**src/ssd_pkg.sv**
```systemverilog
// ssd_pkg: constants and types for the setup stage descriptor decoder
// assumes descriptors arrive as four 32-bit dwords, lowest offset first
package ssd_pkg;

	// first dword fields
	localparam int REQTYPE_LSB   = 0;
	localparam int REQUEST_LSB   = 8;
	localparam int VALUE_LSB     = 16;
	// second dword fields
	localparam int INDEX_LSB     = 0;
	localparam int LENGTH_LSB    = 16;
	// third dword fields
	localparam int XFERLEN_LSB   = 0;
	localparam int XFERLEN_W     = 17;
	localparam int INTR_LSB      = 22;
	localparam int INTR_W        = 10;
	// fourth dword fields
	localparam int CYCLE_BIT     = 0;
	localparam int COMPL_IRQ_BIT = 5;
	localparam int IMM_BIT       = 6;
	localparam int TYPE_LSB      = 10;
	localparam int TYPE_W        = 6;
	localparam int XTYPE_LSB     = 16;

	localparam logic [16:0] SETUP_XFER_LEN = 17'h00008;
	localparam logic [5:0]  SETUP_TYPE_ID  = 6'h02; // arbitrary type code, set per system
	localparam logic [9:0]  INTR_COUNT     = 10'h008;

	// register offsets (byte addresses)
	localparam logic [7:0] REG_CTRL    = 8'h00;
	localparam logic [7:0] REG_STATUS  = 8'h04;
	localparam logic [7:0] REG_MASK    = 8'h08;
	localparam logic [7:0] REG_SETUP_LO = 8'h0C;
	localparam logic [7:0] REG_SETUP_HI = 8'h10;
	localparam logic [7:0] REG_INFO    = 8'h14;
	localparam logic [31:0] CTRL_RESET = 32'h00000001;

	// status bit positions
	localparam int ST_SETUP   = 0;
	localparam int ST_NOTVAL  = 1;
	localparam int ST_BADFMT  = 2;
	localparam int ST_COMPL   = 3;
	localparam int ST_BADINTR = 4;
	localparam int ST_W       = 5;

	typedef enum logic [1:0] {
		XT_NO_DATA,
		XT_RESERVED,
		XT_OUT_DATA,
		XT_IN_DATA
	} ssd_xtype_e;

endpackage : ssd_pkg

```
**src/ssd_field_if.sv**
```systemverilog
// ssd_field_if: decoded descriptor fields passed from the field decoder
// assumes a single producer and a single consumer in one clock domain
`timescale 1ns/10ps
`default_nettype none
interface ssd_field_if;
	logic [63:0]             setup_data;
	logic [9:0]              intr_target;
	logic                    cycle;
	logic                    compl_irq;
	logic                    fmt_ok;
	logic                    intr_ok;
	ssd_pkg::ssd_xtype_e     xtype;

	modport producer (output setup_data, intr_target, cycle, compl_irq, fmt_ok, intr_ok, xtype);
	modport consumer (input setup_data, intr_target, cycle, compl_irq, fmt_ok, intr_ok, xtype);
endinterface : ssd_field_if
`default_nettype wire

```
**src/ssd_decoder.sv**
```systemverilog
// ssd_decoder: setup stage descriptor decoder with register port and interrupt
// assumes a descriptor fetcher presents one descriptor per desc_valid pulse
// Notes on behaviour
// - request type, request code and value come from the first dword.
// - index and length come from the second dword, completing eight bytes.
// - transfer length must read eight; setup payload is always eight bytes.
// - interrupter index in third dword bits 31:22 routes events, below count.
// - cycle bit mismatch with expected state means descriptor not yet valid.
// - completion-interrupt flag set means event posted and completion status set; irq raised only if the mask enables it.
// - immediate payload flag must be set; first two dwords are setup data.
// - descriptor type field must be setup stage to dispatch to setup handling.
// - two-bit transfer type gives data stage presence and direction.
`timescale 1ns/10ps
`default_nettype none
module ssd_decoder (
	input  wire logic        clk_sys,
	input  wire logic        rst,
	// descriptor input
	input  wire logic        desc_valid,
	input  wire logic [127:0] desc,
	input  wire logic        desc_done,
	// setup handling outputs
	output logic             setup_valid,
	output logic [63:0]      setup_data,
	output logic             data_stage,
	output logic             data_in,
	output logic             event_valid,
	output logic [9:0]       event_intr,
	// register port
	input  wire logic [7:0]  reg_addr,
	input  wire logic [31:0] reg_wdata,
	input  wire logic        reg_wr,
	input  wire logic        reg_rd,
	output logic [31:0]      reg_rdata,
	output logic             irq
);
	ssd_field_if fld ();

	ssd_field_dec u_dec (
		.desc (desc),
		.fld  (fld.producer)
	);

	logic                   ccs;          // expected cycle state
	logic [ssd_pkg::ST_W-1:0] status;
	logic [ssd_pkg::ST_W-1:0] mask;
	logic                   pend_valid;   // setup accepted, awaiting completion
	logic                   pend_irq;
	logic [9:0]             pend_intr;

	// register decode
	wire wr_ctrl   = reg_wr && (reg_addr == ssd_pkg::REG_CTRL);
	wire wr_status = reg_wr && (reg_addr == ssd_pkg::REG_STATUS);
	wire wr_mask   = reg_wr && (reg_addr == ssd_pkg::REG_MASK);

	// acceptance: only a descriptor whose cycle bit matches is owned by us
	wire owned   = desc_valid && (fld.cycle == ccs);
	wire not_val = desc_valid && (fld.cycle != ccs);
	wire good    = owned && fld.fmt_ok && fld.intr_ok
		&& (fld.xtype != ssd_pkg::XT_RESERVED);
	wire bad     = owned && !good;
	wire compl   = desc_done && pend_valid;
	wire post    = compl && pend_irq;

	// event set per cycle; set wins over the write-one clear
	wire [ssd_pkg::ST_W-1:0] ev_set;
	assign ev_set[ssd_pkg::ST_SETUP]   = good;
	assign ev_set[ssd_pkg::ST_NOTVAL]  = not_val;
	assign ev_set[ssd_pkg::ST_BADFMT]  = bad && !(fld.fmt_ok && fld.intr_ok);
	assign ev_set[ssd_pkg::ST_COMPL]   = post;
	assign ev_set[ssd_pkg::ST_BADINTR] = owned && !fld.intr_ok;

	wire [ssd_pkg::ST_W-1:0] clr = wr_status ? reg_wdata[ssd_pkg::ST_W-1:0] : '0;
	wire [ssd_pkg::ST_W-1:0] next_status = (status & ~clr) | ev_set;

	// read mux
	logic [31:0] rd_mux;
	always_comb begin
		unique case (reg_addr)
			ssd_pkg::REG_CTRL:     rd_mux = {31'h00000000, ccs};
			ssd_pkg::REG_STATUS:   rd_mux = {27'h0000000, status};
			ssd_pkg::REG_MASK:     rd_mux = {27'h0000000, mask};
			ssd_pkg::REG_SETUP_LO: rd_mux = setup_data[31:0];
			ssd_pkg::REG_SETUP_HI: rd_mux = setup_data[63:32];
			ssd_pkg::REG_INFO:     rd_mux = {20'h00000, pend_intr, pend_valid, pend_irq};
			default:               rd_mux = 32'h00000000;
		endcase
	end

	// cycle state: software may load it when the ring is set up
	always_ff @(posedge clk_sys) begin
		if (rst) begin
			ccs <= ssd_pkg::CTRL_RESET[0];
		end else if (wr_ctrl) begin
			ccs <= reg_wdata[0];
		end
	end

	// status and mask
	always_ff @(posedge clk_sys) begin
		if (rst) begin
			status <= '0;
			mask   <= '0;
		end else begin
			status <= next_status;
			if (wr_mask) begin
				mask <= reg_wdata[ssd_pkg::ST_W-1:0];
			end
		end
	end

	// setup dispatch: payload is the eight immediate bytes
	always_ff @(posedge clk_sys) begin
		if (rst) begin
			setup_valid <= 1'b0;
			setup_data  <= 64'h0000000000000000;
			data_stage  <= 1'b0;
			data_in     <= 1'b0;
		end else begin
			setup_valid <= good;
			if (good) begin
				setup_data <= fld.setup_data;
				data_stage <= fld.xtype[1];
				data_in    <= (fld.xtype == ssd_pkg::XT_IN_DATA);
			end
		end
	end

	// completion tracking: one setup in flight at a time
	always_ff @(posedge clk_sys) begin
		if (rst) begin
			pend_valid <= 1'b0;
			pend_irq   <= 1'b0;
			pend_intr  <= 10'h000;
		end else if (good) begin
			pend_valid <= 1'b1;
			pend_irq   <= fld.compl_irq;
			pend_intr  <= fld.intr_target;
		end else if (compl) begin
			pend_valid <= 1'b0;
		end
	end

	// event out routed to the selected interrupter
	always_ff @(posedge clk_sys) begin
		if (rst) begin
			event_valid <= 1'b0;
			event_intr  <= 10'h000;
		end else begin
			event_valid <= post;
			if (post) begin
				event_intr <= pend_intr;
			end
		end
	end

	// read data one cycle after the strobe, zero otherwise; irq registered
	always_ff @(posedge clk_sys) begin
		if (rst) begin
			reg_rdata <= 32'h00000000;
			irq       <= 1'b0;
		end else begin
			reg_rdata <= reg_rd ? rd_mux : 32'h00000000;
			irq       <= |(next_status & mask);
		end
	end
endmodule : ssd_decoder
`default_nettype wire

```
**src/ssd_field_dec.sv**
```systemverilog
// ssd_field_dec: pure decode of one 128-bit setup stage descriptor
// assumes the descriptor words are stable while the caller samples the result
`timescale 1ns/10ps
`default_nettype none
module ssd_field_dec (
	input  wire logic [127:0] desc,
	ssd_field_if.producer     fld
);
	wire [31:0] dw0 = desc[31:0];
	wire [31:0] dw1 = desc[63:32];
	wire [31:0] dw2 = desc[95:64];
	wire [31:0] dw3 = desc[127:96];

	// setup bytes rebuilt in wire order, reserved bits never looked at
	assign fld.setup_data = {dw1[ssd_pkg::LENGTH_LSB +: 16], dw1[ssd_pkg::INDEX_LSB +: 16],
		dw0[ssd_pkg::VALUE_LSB +: 16], dw0[ssd_pkg::REQUEST_LSB +: 8],
		dw0[ssd_pkg::REQTYPE_LSB +: 8]};
	assign fld.intr_target = dw2[ssd_pkg::INTR_LSB +: ssd_pkg::INTR_W];
	assign fld.cycle       = dw3[ssd_pkg::CYCLE_BIT];
	assign fld.compl_irq   = dw3[ssd_pkg::COMPL_IRQ_BIT];
	assign fld.xtype       = ssd_pkg::ssd_xtype_e'(dw3[ssd_pkg::XTYPE_LSB +: 2]);
	// format: fixed length, immediate payload, setup type
	assign fld.fmt_ok = (dw2[ssd_pkg::XFERLEN_LSB +: ssd_pkg::XFERLEN_W] == ssd_pkg::SETUP_XFER_LEN)
		&& dw3[ssd_pkg::IMM_BIT]
		&& (dw3[ssd_pkg::TYPE_LSB +: ssd_pkg::TYPE_W] == ssd_pkg::SETUP_TYPE_ID);
	assign fld.intr_ok = (fld.intr_target < ssd_pkg::INTR_COUNT);
endmodule : ssd_field_dec
`default_nettype wire

```
**config.mk**
```make
export PLATFORM = sky130hd
export DESIGN_NAME = ssd_decoder
export DESIGN_NICKNAME = d
export VERILOG_FILES = /design/src/ssd_pkg.sv /design/src/ssd_field_if.sv /design/src/ssd_decoder.sv /design/src/ssd_field_dec.sv
export SDC_FILE = /design/constraint.sdc
export NUM_CORES = 1
export LEC_CHECK = 0
export ABC_AREA = 1
export BUFFER_PORTS_ARGS = -buffer_cell sky130_fd_sc_hd__buf_2
export CAP_MARGIN = 25
export CORE_MARGIN = 1.5
export CORE_UTILIZATION = 30
export DETAILED_ROUTE_END_ITERATION = 12
export PLACE_DENSITY = 0.66
export SLEW_MARGIN = 20
export SYNTH_ARGS = -nofsm -noshare
export SYNTH_HDL_FRONTEND = slang
export SYNTH_SLANG_ARGS = --single-unit
```
**constraint.sdc**
```tcl
create_clock -name clk_sys -period 2.5 [get_ports clk_sys]
set_input_delay 0.125 -clock clk_sys [delete_from_list [all_inputs] [get_ports clk_sys]]
set_output_delay 0.125 -clock clk_sys [all_outputs]
set_load 0.03 [all_outputs]
```
==> summary.txt, run 1 <==
Critical path
  • Crit Path Max Fanout: 37
  • Crit Path Class: flip-flop to flip-flop
  • Critical path startpoint: ccs
  • Critical Path Source Type: flip-flop
  • Crit path DAT: 2.26 ns
  • Worst path required time: 2.83 ns
  • R2R Setup Slk: 0.57 ns
  • Crit end category: flip-flop
  • Reg2reg end: setup_data[52]
  • R2R cell count: 6
  • Worst reg2reg path startpoint: ccs
  • Critical path endpoint: setup_data[52]

Floorplan
  • Core ar.: 0.01736 sq mm
  • Starting Density: 30.82%
  • I/O pin count: 285
  • Chip width: 136.5 um
  • Die height: 136.5 um
  • Die Footprint: 0.01864 sq mm
  • Site Rows: 48

Clocking
  • CTS Root Cell: clkbuf_16
  • H-tree depth: 4
  • Clock sink count: 134
  • CTS tree: done
  • CTS Hold Bufs: 67
  • Clk pin slew, worst setup/hold paths: 0.06 ns
  • Postcts setup bufs: 0
  • # resized after CTS: 0
  • Clock Latency Late Sink: 0.42 ns
  • Clock buffer depth: 2
  • Total CTS buffers: 17

Power and ir drop
  • Comb power frac: 6.2%
  • Power density over the cells: 622.7 mW/mm^2
  • Sequential share of power: 43.8%
  • Clk pwr share: 50.0%
  • Sw Ratio: 21.48%
  • Total net switching power: 1050 uW
  • Peak VDD IR: 0.0004431 V
  • Int Power: 3840 uW
  • Static Leakage: 0.003532 uW

Global routing
  • Grt ovf: 0
  • GRT Total Usage: 18.29%
  • Largest net degree at the start of global routing: 65
  • Global-route wire length before repair: 26,360 um
  • Initial antenna violation count: 0
  • Vias in the first global route: 5,329

Drt
  • Drc violations: 0
  • Antenna viol nets, final: 0
  • Initial DRC count: 203
  • Final wirelength: 17,060 um
  • Drt wl/cell: 14.03 um
  • DRT Pass-1 Iters: 4
  • Avg Vias per Cell: 4.572
  • Via count of the routed design: 5,559

Finish
  • Final #Nets: 1,153
  • Final Util: 45.25%
  • Synth-to-Final Area Change: 46.80%
  • Ant diodes: 0
  • Layout cell share with drive strength beyond 1: 29.06%

Worst hold path
  • Hold Path Class: input pin to flip-flop
  • Hold path start: desc[62]

Timing
  • Fmax: 517.8 MHz
  • Final hold vios: 0
  • Fin Hold WS: 0.01666 ns
  • Fin Setup TNS: 0 ns
  • Endpoints failing setup: 0
  • Slew Viols, Final: 0
  • Final worst path period need: 1.931 ns
  • Worst clock skew: 0.008089 ns
  • Slew headroom: 43.26%
  • Worst slew pin tran: 0.8470 ns
  • Unrepaired setup endpoints after global routing: no
  • Tcrit/Tclk final: 77.26%

Synthesis
  • Sequential share of the synthesized area: 50.14%
  • Cells after Synth: 690
  • Post-synthesis net count: 864
  • #FFs+latches synth: 134
  • Synth warn: 0
  • Post-synthesis cell type count: 31
  • Syn Area/Cell: 7.754 sq um
  • Mapped Area: 0.005350 sq mm

Job
  • Max-cap violations: 0

Placed design
  • Final HPWL DP: 11,710 um
  • IO buf count: 231
  • GPL Wtd Cong: 0.7937

Outcome
  • Outcome: finished, final reports clean
-- power by group through the flow --
stage / logic (uW) / clock network, uW / registers (uW)
final: 302 / 2450 / 2140
after global routing: 333 / 2600 / 2140
after CTS: 301 / 2510 / 2140
after detailed placement: 217 / 0 / 2190
after global placement: 214 / 0 / 2190
after floorplan: 88.3 / 0 / 2190
-- synth_stat cells, drive strengths merged --
library cell	instances	area share [%]
a31oi	1	0.12
o211ai	2	0.37
xor2	1	0.16
o22ai	4	0.47
nor4	2	0.23
o221ai	7	1.1
o21ai	85	8.0
nand4	2	0.23
buf	24	4.3
a21oi	108	10
dfxtp	134	50
a211oi	5	0.80
clkbuf	14	0.98
nor3	1	0.30
nand3	39	3.6
nor2	51	4.0
nand2	100	7.1
o21bai	1	0.14
inv	107	7.5
or2	1	0.12
clkinv	1	0.070
-- worst min path at each step --
stage | to | slack [ns] | depth (start not counted)
after floorplan | mask[0] | 0.27 | 2
after global placement | setup_data[0] | 0.39 | 3
after detailed placement | setup_data[9] | 0.39 | 3
after CTS | setup_data[16] | 0.005 | 3
after global routing | setup_data[16] | 0.003 | 3
final | setup_data[62] | 0.02 | 3
-- state kept, by name (all words and copies together), names as in the netlist --
register and count:
ccs 1, data_in 1, data_stage 1, event_intr 10, event_valid 1, irq 1
mask 5, pend_intr 10, pend_irq 1, pend_valid 1, reg_rdata 32, setup_data 64
setup_valid 1, status 5
-- placed cells by master, fill, tap and decap left out --
cell type and n:
nor2_2 6, inv_2 3, clkbuf_8 3, xor2_1 1, or2_2 1, clkinvlp_4 1, nor2_4 2, a31oi_1 1
a211oi_2 1, nor2_1 43, dlygate4sd3_1 67, a211oi_1 4, buf_12 1, clkbuf_1 2, clkinv_1 1, clkbuf_16 17
o22ai_1 4, dfxtp_1 134, nor4_1 2, clkinv_2 5, o21bai_1 1, a21oi_2 1, buf_2 231, o21ai_1 63
o211ai_1 1, o221ai_1 7, nand2_2 2, nand3_1 39, clkinv_4 1, nor3_4 1, bufinv_16 2, o211ai_4 1
nand2_1 98, buf_4 9, o21ai_0 22, inv_1 104, nand4_1 2, a21oi_1 107
-- layer usage --
layer	GRT usage [%]	wire, um	up-vias
met4	5.437	146	0
li1	-	-	2824
met1	22.60	7528	2539
met2	30.79	8084	181
met3	5.259	1300	15
met5	0	0	-
-- stage by stage --
stage                     instance area, sq um  power [uW]  instances  setup slack, ns
after floorplan                           5350        2276        690            1.153
after global placement                    6608        2403       1118           0.6573
after detailed placement                  6608        2406       1118           0.6008
after CTS                                 7854        4949       1216           0.5825
after global routing                      7854        5077       1216           0.3948
final                                     7854        4890       1216           0.5686
-- critical path: stages, from the launching register on --
cell and delay [ns]:
dfxtp_1 0.37, xor2_1 0.23, nor2_2 0.11, o211ai_4 0.35, buf_4 0.47, o21ai_1 0.10, a21oi_1 0.18
-- kinds of logic (layout without fill, tap and decap cells) --
group,count (synthesis),in the layout,share of synthesized area [%]
AOI/OAI and AO/OA,213,213,21.16
and+or+nand+nor,196,196,15.69
buffers and inverters,146,447,12.84
DFF,134,134,50.14
xor gates and xnor gates,1,1,0.1637
-- cell type report --
type / count / area (sq um)
clock inverters: 9 / 101.3
inverters: 108 / 405.4
fillers: 1748 / 9503
multi-input cells: 410 / 1994
well taps: 225 / 281.5
repair buffers: 308 / 1914
flip-flops and latches: 134 / 2683
clock buffers: 22 / 474.2
No activity file was read; power rests on OpenSTA's default activity.
==> run 2: changes to the inputs <==
--- a/config.mk
+++ b/config.mk
@@ -5,13 +5,13 @@
 export SDC_FILE = /design/constraint.sdc
 export NUM_CORES = 1
 export LEC_CHECK = 0
-export ABC_AREA = 1
+export ABC_AREA = 0
 export BUFFER_PORTS_ARGS = -buffer_cell sky130_fd_sc_hd__buf_2
 export CAP_MARGIN = 25
 export CORE_MARGIN = 1.5
 export CORE_UTILIZATION = 30
 export DETAILED_ROUTE_END_ITERATION = 12
-export PLACE_DENSITY = 0.66
+export PLACE_DENSITY = 0.7
 export SLEW_MARGIN = 20
 export SYNTH_ARGS = -nofsm -noshare
 export SYNTH_HDL_FRONTEND = slang
==> constraint.sdc (replaced) <==
create_clock -name clk_sys -period 1.65 [get_ports clk_sys]
set_input_delay 0.0825 -clock clk_sys [delete_from_list [all_inputs] [get_ports clk_sys]]
set_output_delay 0.0825 -clock clk_sys [all_outputs]
set_load 0.03 [all_outputs]
==> run 2 against run 1 <==
  * The flow now finishes with violations (setup timing)
  * Fmax grew 8.7%
  * Power rose by 44%
  * Setup slack got worse by 0.70 ns
  * Critical path depth grew 3
  * Clock-buffer cell count up 1
  * Register-to-register slack worse by 0.70 ns
  * Largest power group unchanged
==> summary.txt, run 2 <==
Outcome
  • Outcome: complete, but fails checks
  • Failing checks: setup timing

Critical path
  • Max stage delay on crit path: 0.34 ns (-0.13 ns)
  • Critical Path Source Type: flip-flop
  • Slowest stage cell, crit path: dfxtp_2
  • Worst path most repeated cell: buf_6
  • Crit path DAT: 2.11 ns (-0.15 ns)
  • Worst path cell trace: xnor2_2 -> nand2_2 -> buf_6 -> nor4_4 -> buf_6 -> buf_12 -> clkbuf_16 -> nand2_1 -> a21oi_1
  • Worst path required time: 1.98 ns (-0.85 ns)
  • Crit Path Max Fanout: 6 (-84%)
  • Crit end category: flip-flop
  • Crit Path Class: flip-flop to flip-flop

Global routing
  • Global-route wire length before repair: 26,730 um (+1.4%)
  • Vias in the first global route: 5,363 (+0.64%)
  • Met2 usage: 34.04% (+3.2 points)
  • Routing usage on met3: 5.671% (+0.41 points)
  • Grt peak-use layer: met2
  • GR Layer Usage met1: 21.89% (-0.71 points)
  • Initial antenna violation count: 1 (+1)
  • Grt ovf: 0 (unchanged)
  • Largest net degree at the start of global routing: 51 (-22%)
  • GRT Total Usage: 19.40% (+1.1 points)

Placed design
  • IO buf count: 231 (unchanged)
  • GPL Wtd Cong: 0.8298 (+4.5%)
  • Final HPWL DP: 11,230 um (-4.1%)
  • Dpl cell area: 0.006518 sq mm (-1.4%)

Synthesis
  • Xor/xnor cell area share of the yosys netlist: 0.3535% (+0.19 points)
  • Synth area leader: dfxtp_1
  • Largest family of logic cells by synthesized area: simple AND/OR/NAND/NOR gates
  • Sequential share of the synthesized area: 54.14% (+4.0 points)
  • Synth Flop Type: dfxtp_1
  • Post-synthesis cell type count: 38 (+23%)
  • Number of enable flip-flop cells after synthesis: 0 (unchanged)
  • Post-Synth Simple-Gate Area: 22.60% (+6.9 points)
  • Compound-Gate Fraction of Synth Area: 17.98% (-3.2 points)
  • Most common library cells after synthesis: nand2_1, dfxtp_1, a21oi_1, nor2_1, clkbuf_1
  • Synth warn: 0 (unchanged)
  • Dominant cells by area after synthesis: dfxtp_1, nand2_1, a21oi_1, a22oi_1, nor2_1
  • #FFs+latches synth: 134 (unchanged)
  • Syn Area/Cell: 8.513 sq um (+9.8%)
  • Post-synthesis net count: 756 (-13%)
  • Mapped Area: 0.004955 sq mm (-7.4%)
  • Cells after Synth: 582 (-16%)
  • Post-synthesis mux area share: 0.4040% (+0.40 points)
  • Area share of the largest cell type after synthesis: 54.14% (+4.0 points)
  • Post-synthesis adder-cell area fraction: 0% (unchanged)
  • Ys async rst share: 0% (unchanged)
  • Most common cell in the netlist: nand2_1

Timing
  • Endpoints failing setup: 77 (+77)
  • Final worst slack: -0.1276 ns (-0.6962 ns)
  • Unrepaired setup endpoints after global routing: yes
  • Tcrit/Tclk final: 107.7% (+30 points)
  • Fmax: 562.6 MHz (+8.7%)
  • Slew Viols, Final: 0 (unchanged)
  • Final worst path period need: 1.778 ns (-0.1538 ns)
  • Slew headroom: 59.05% (+16 points)
  • Final hold vios: 0 (unchanged)
  • Worst clock skew: 0.01305 ns (+0.004966 ns)
  • Worst slew pin tran: 0.6142 ns (-0.2328 ns)

Finish
  • Cell area after layout: 0.008083 sq mm (+2.9%)
  • Register area: 0.002684 sq mm (about the same)
  • Register with the most flip-flops: setup_data
  • Max reg flops: 64 (unchanged)
  • Commonest non-fill, non-tap cells in the layout: buf_2, nand2_1, dfxtp_1
  • Layout fillers: 1,478 (-15%)
  • Final #Nets: 1,076 (-6.7%)
  • Layout cell share with drive strength beyond 1: 36.94% (+7.9 points)
  • Final Util: 50.52% (+5.3 points)
  • Synth-to-Final Area Change: 63.13%
  • Top Registers: setup_data (64), reg_rdata (32)
  • Area occupied by multi-input gates: 0.002176 sq mm (+9.1%)
  • Most common cell after layout, fill and taps aside: buf_2

Clocking
  • CTS tree: done
  • CTS Root Cell: clkbuf_16
  • Clk pin slew, worst setup/hold paths: 0.06 ns (about the same)
  • Clock Latency Late Sink: 0.41 ns (about the same)
  • Clock sink count: 134 (unchanged)
  • Clock buffer depth: 2 (unchanged)
  • Total CTS buffers: 17 (unchanged)
  • H-tree depth: 4 (unchanged)

Drt
  • Antenna viol nets, final: 0 (unchanged)
  • Avg Vias per Cell: 4.879 (+6.7%)
  • Initial DRC count: 362 (+78%)
  • Drt wl/cell: 15.93 um (+14%)
  • Drc violations: 0 (unchanged)
  • Final wirelength: 18,040 um (+5.7%)
  • Via count of the routed design: 5,523 (-0.65%)
  • DRT Pass-1 Iters: 5 (+1)

Job
  • Max-cap violations: 0 (unchanged)

Floorplan
  • Starting Density: 30.97% (+0.14 points)
  • I/O pin count: 285 (unchanged)
  • Core ar.: 0.01600 sq mm (-7.8%)
  • Chip width: 131.5 um (-3.7%)
  • Site Rows: 46 (-4.2%)
  • Die Footprint: 0.01730 sq mm (-7.2%)
  • Die height: 131.5 um (-3.7%)

Power and ir drop
  • Clk pwr share: 47.8% (-2.2 points)
  • Sw Ratio: 21.80% (+0.32 points)
  • Int Power: 5521 uW (+44%)
  • Sequential share of power: 46.0% (+2.2 points)
  • Total net switching power: 1539 uW (+47%)
  • Overall power: 7060 uW (+44%)
  • Static Leakage: 0.003433 uW (-2.8%)
  • Comb power frac: 6.2% (about the same)
  • Power density over the cells: 873.5 mW/mm^2 (+40%)
  • Peak VDD IR: 0.0006769 V (+53%)

Worst hold path
  • Hold Path Class: input pin to flip-flop
-- run 2: cell count changes in the layout (fill, tap and decap cells not counted), sizes merged, moves of 11 or more --
cell,previous run,this run
and3,0,12
a222oi,0,11
a22oi,0,26
nand3,39,10
inv,107,6
o21ai,85,3
nand2,100,168
a21oi,108,90
buf,241,263
nor2,51,39
-- run 2: worst max-delay path, delay by kind of cell (launching register included) --
family          cells  cell delay [ns]
buf+inv             4             0.58
simple gates        3             0.42
flops               1             0.34
xor+xnor            1             0.20
compound gates      1             0.15
-- run 2: final cells by class --
type,count,share of cell area [%]
sequential,134,33.20
timing repair buffer,344,29.66
multi-input combinational,399,26.92
clock buffer,23,5.913
tap,216,3.344
clock inverter,9,0.6502
inverter,6,0.2786
antenna,1,0.03096
-- run 2: cell families after synthesis --
logic type,count (synthesis)
buffers and inverters,49
flip-flops,134
AND/OR/NAND/NOR,250
AO/OA/AOI/OAI,145
XOR/XNOR,2
multiplexers,2
-- run 2: power by group through the flow --
stage          Clock [uW]  Combinational (uW)  Sequential, uW
6_report             3380                 436            3250
3_3_place_gp            0                 276            3320
5_1_grt              3600                 468            3240
2_1_floorplan           0                78.4            3310
4_1_cts              3450                 422            3250
3_5_place_dp            0                 278            3320
-- run 2: what timing repair did --
action,4_1_cts,5_1_grt
resized for setup,8,32
endpoints found under the setup margin,77,76
cloned,0,5
setup buffers,0,2
hold buffers,77,0
endpoints found under the hold margin,78,0
pin swaps,6,15
-- run 2: worst paths after layout --
path,cells past startpoint,slack (ns),from,to
worst max-delay path,9,-0.13,ccs,setup_data[38]
worst min-delay path,3,0.06,reg_wr,mask[4]
worst min register to register,2,0.45,event_intr[9],event_intr[9]
worst max register to register,9,-0.13,ccs,setup_data[38]
-- run 2: per-layer routing --
metal | wire length, um | part of all wire, % | vias to the layer above
met5 | 0 | 0 | -
met1 | 7352 | 41 | 2583
met2 | 9103 | 50 | 250
met3 | 1165 | 6.5 | 34
met4 | 414 | 2.3 | 0
li1 | - | - | 2656
-- run 2: through the flow --
step	hold WS (ns)	worst slack [ns]	setup TNS [ns]	std cells
after global routing	0.04766	-0.1684	-8.761	1132
after floorplan	0.2075	-0.07262	-3.111	582
after CTS	0.02669	-0.06300	-1.841	1124
after global placement	0.3110	-0.3148	-22.46	1015
final	0.05730	-0.1276	-4.276	1132
after detailed placement	0.3151	-0.3561	-25.19	1015
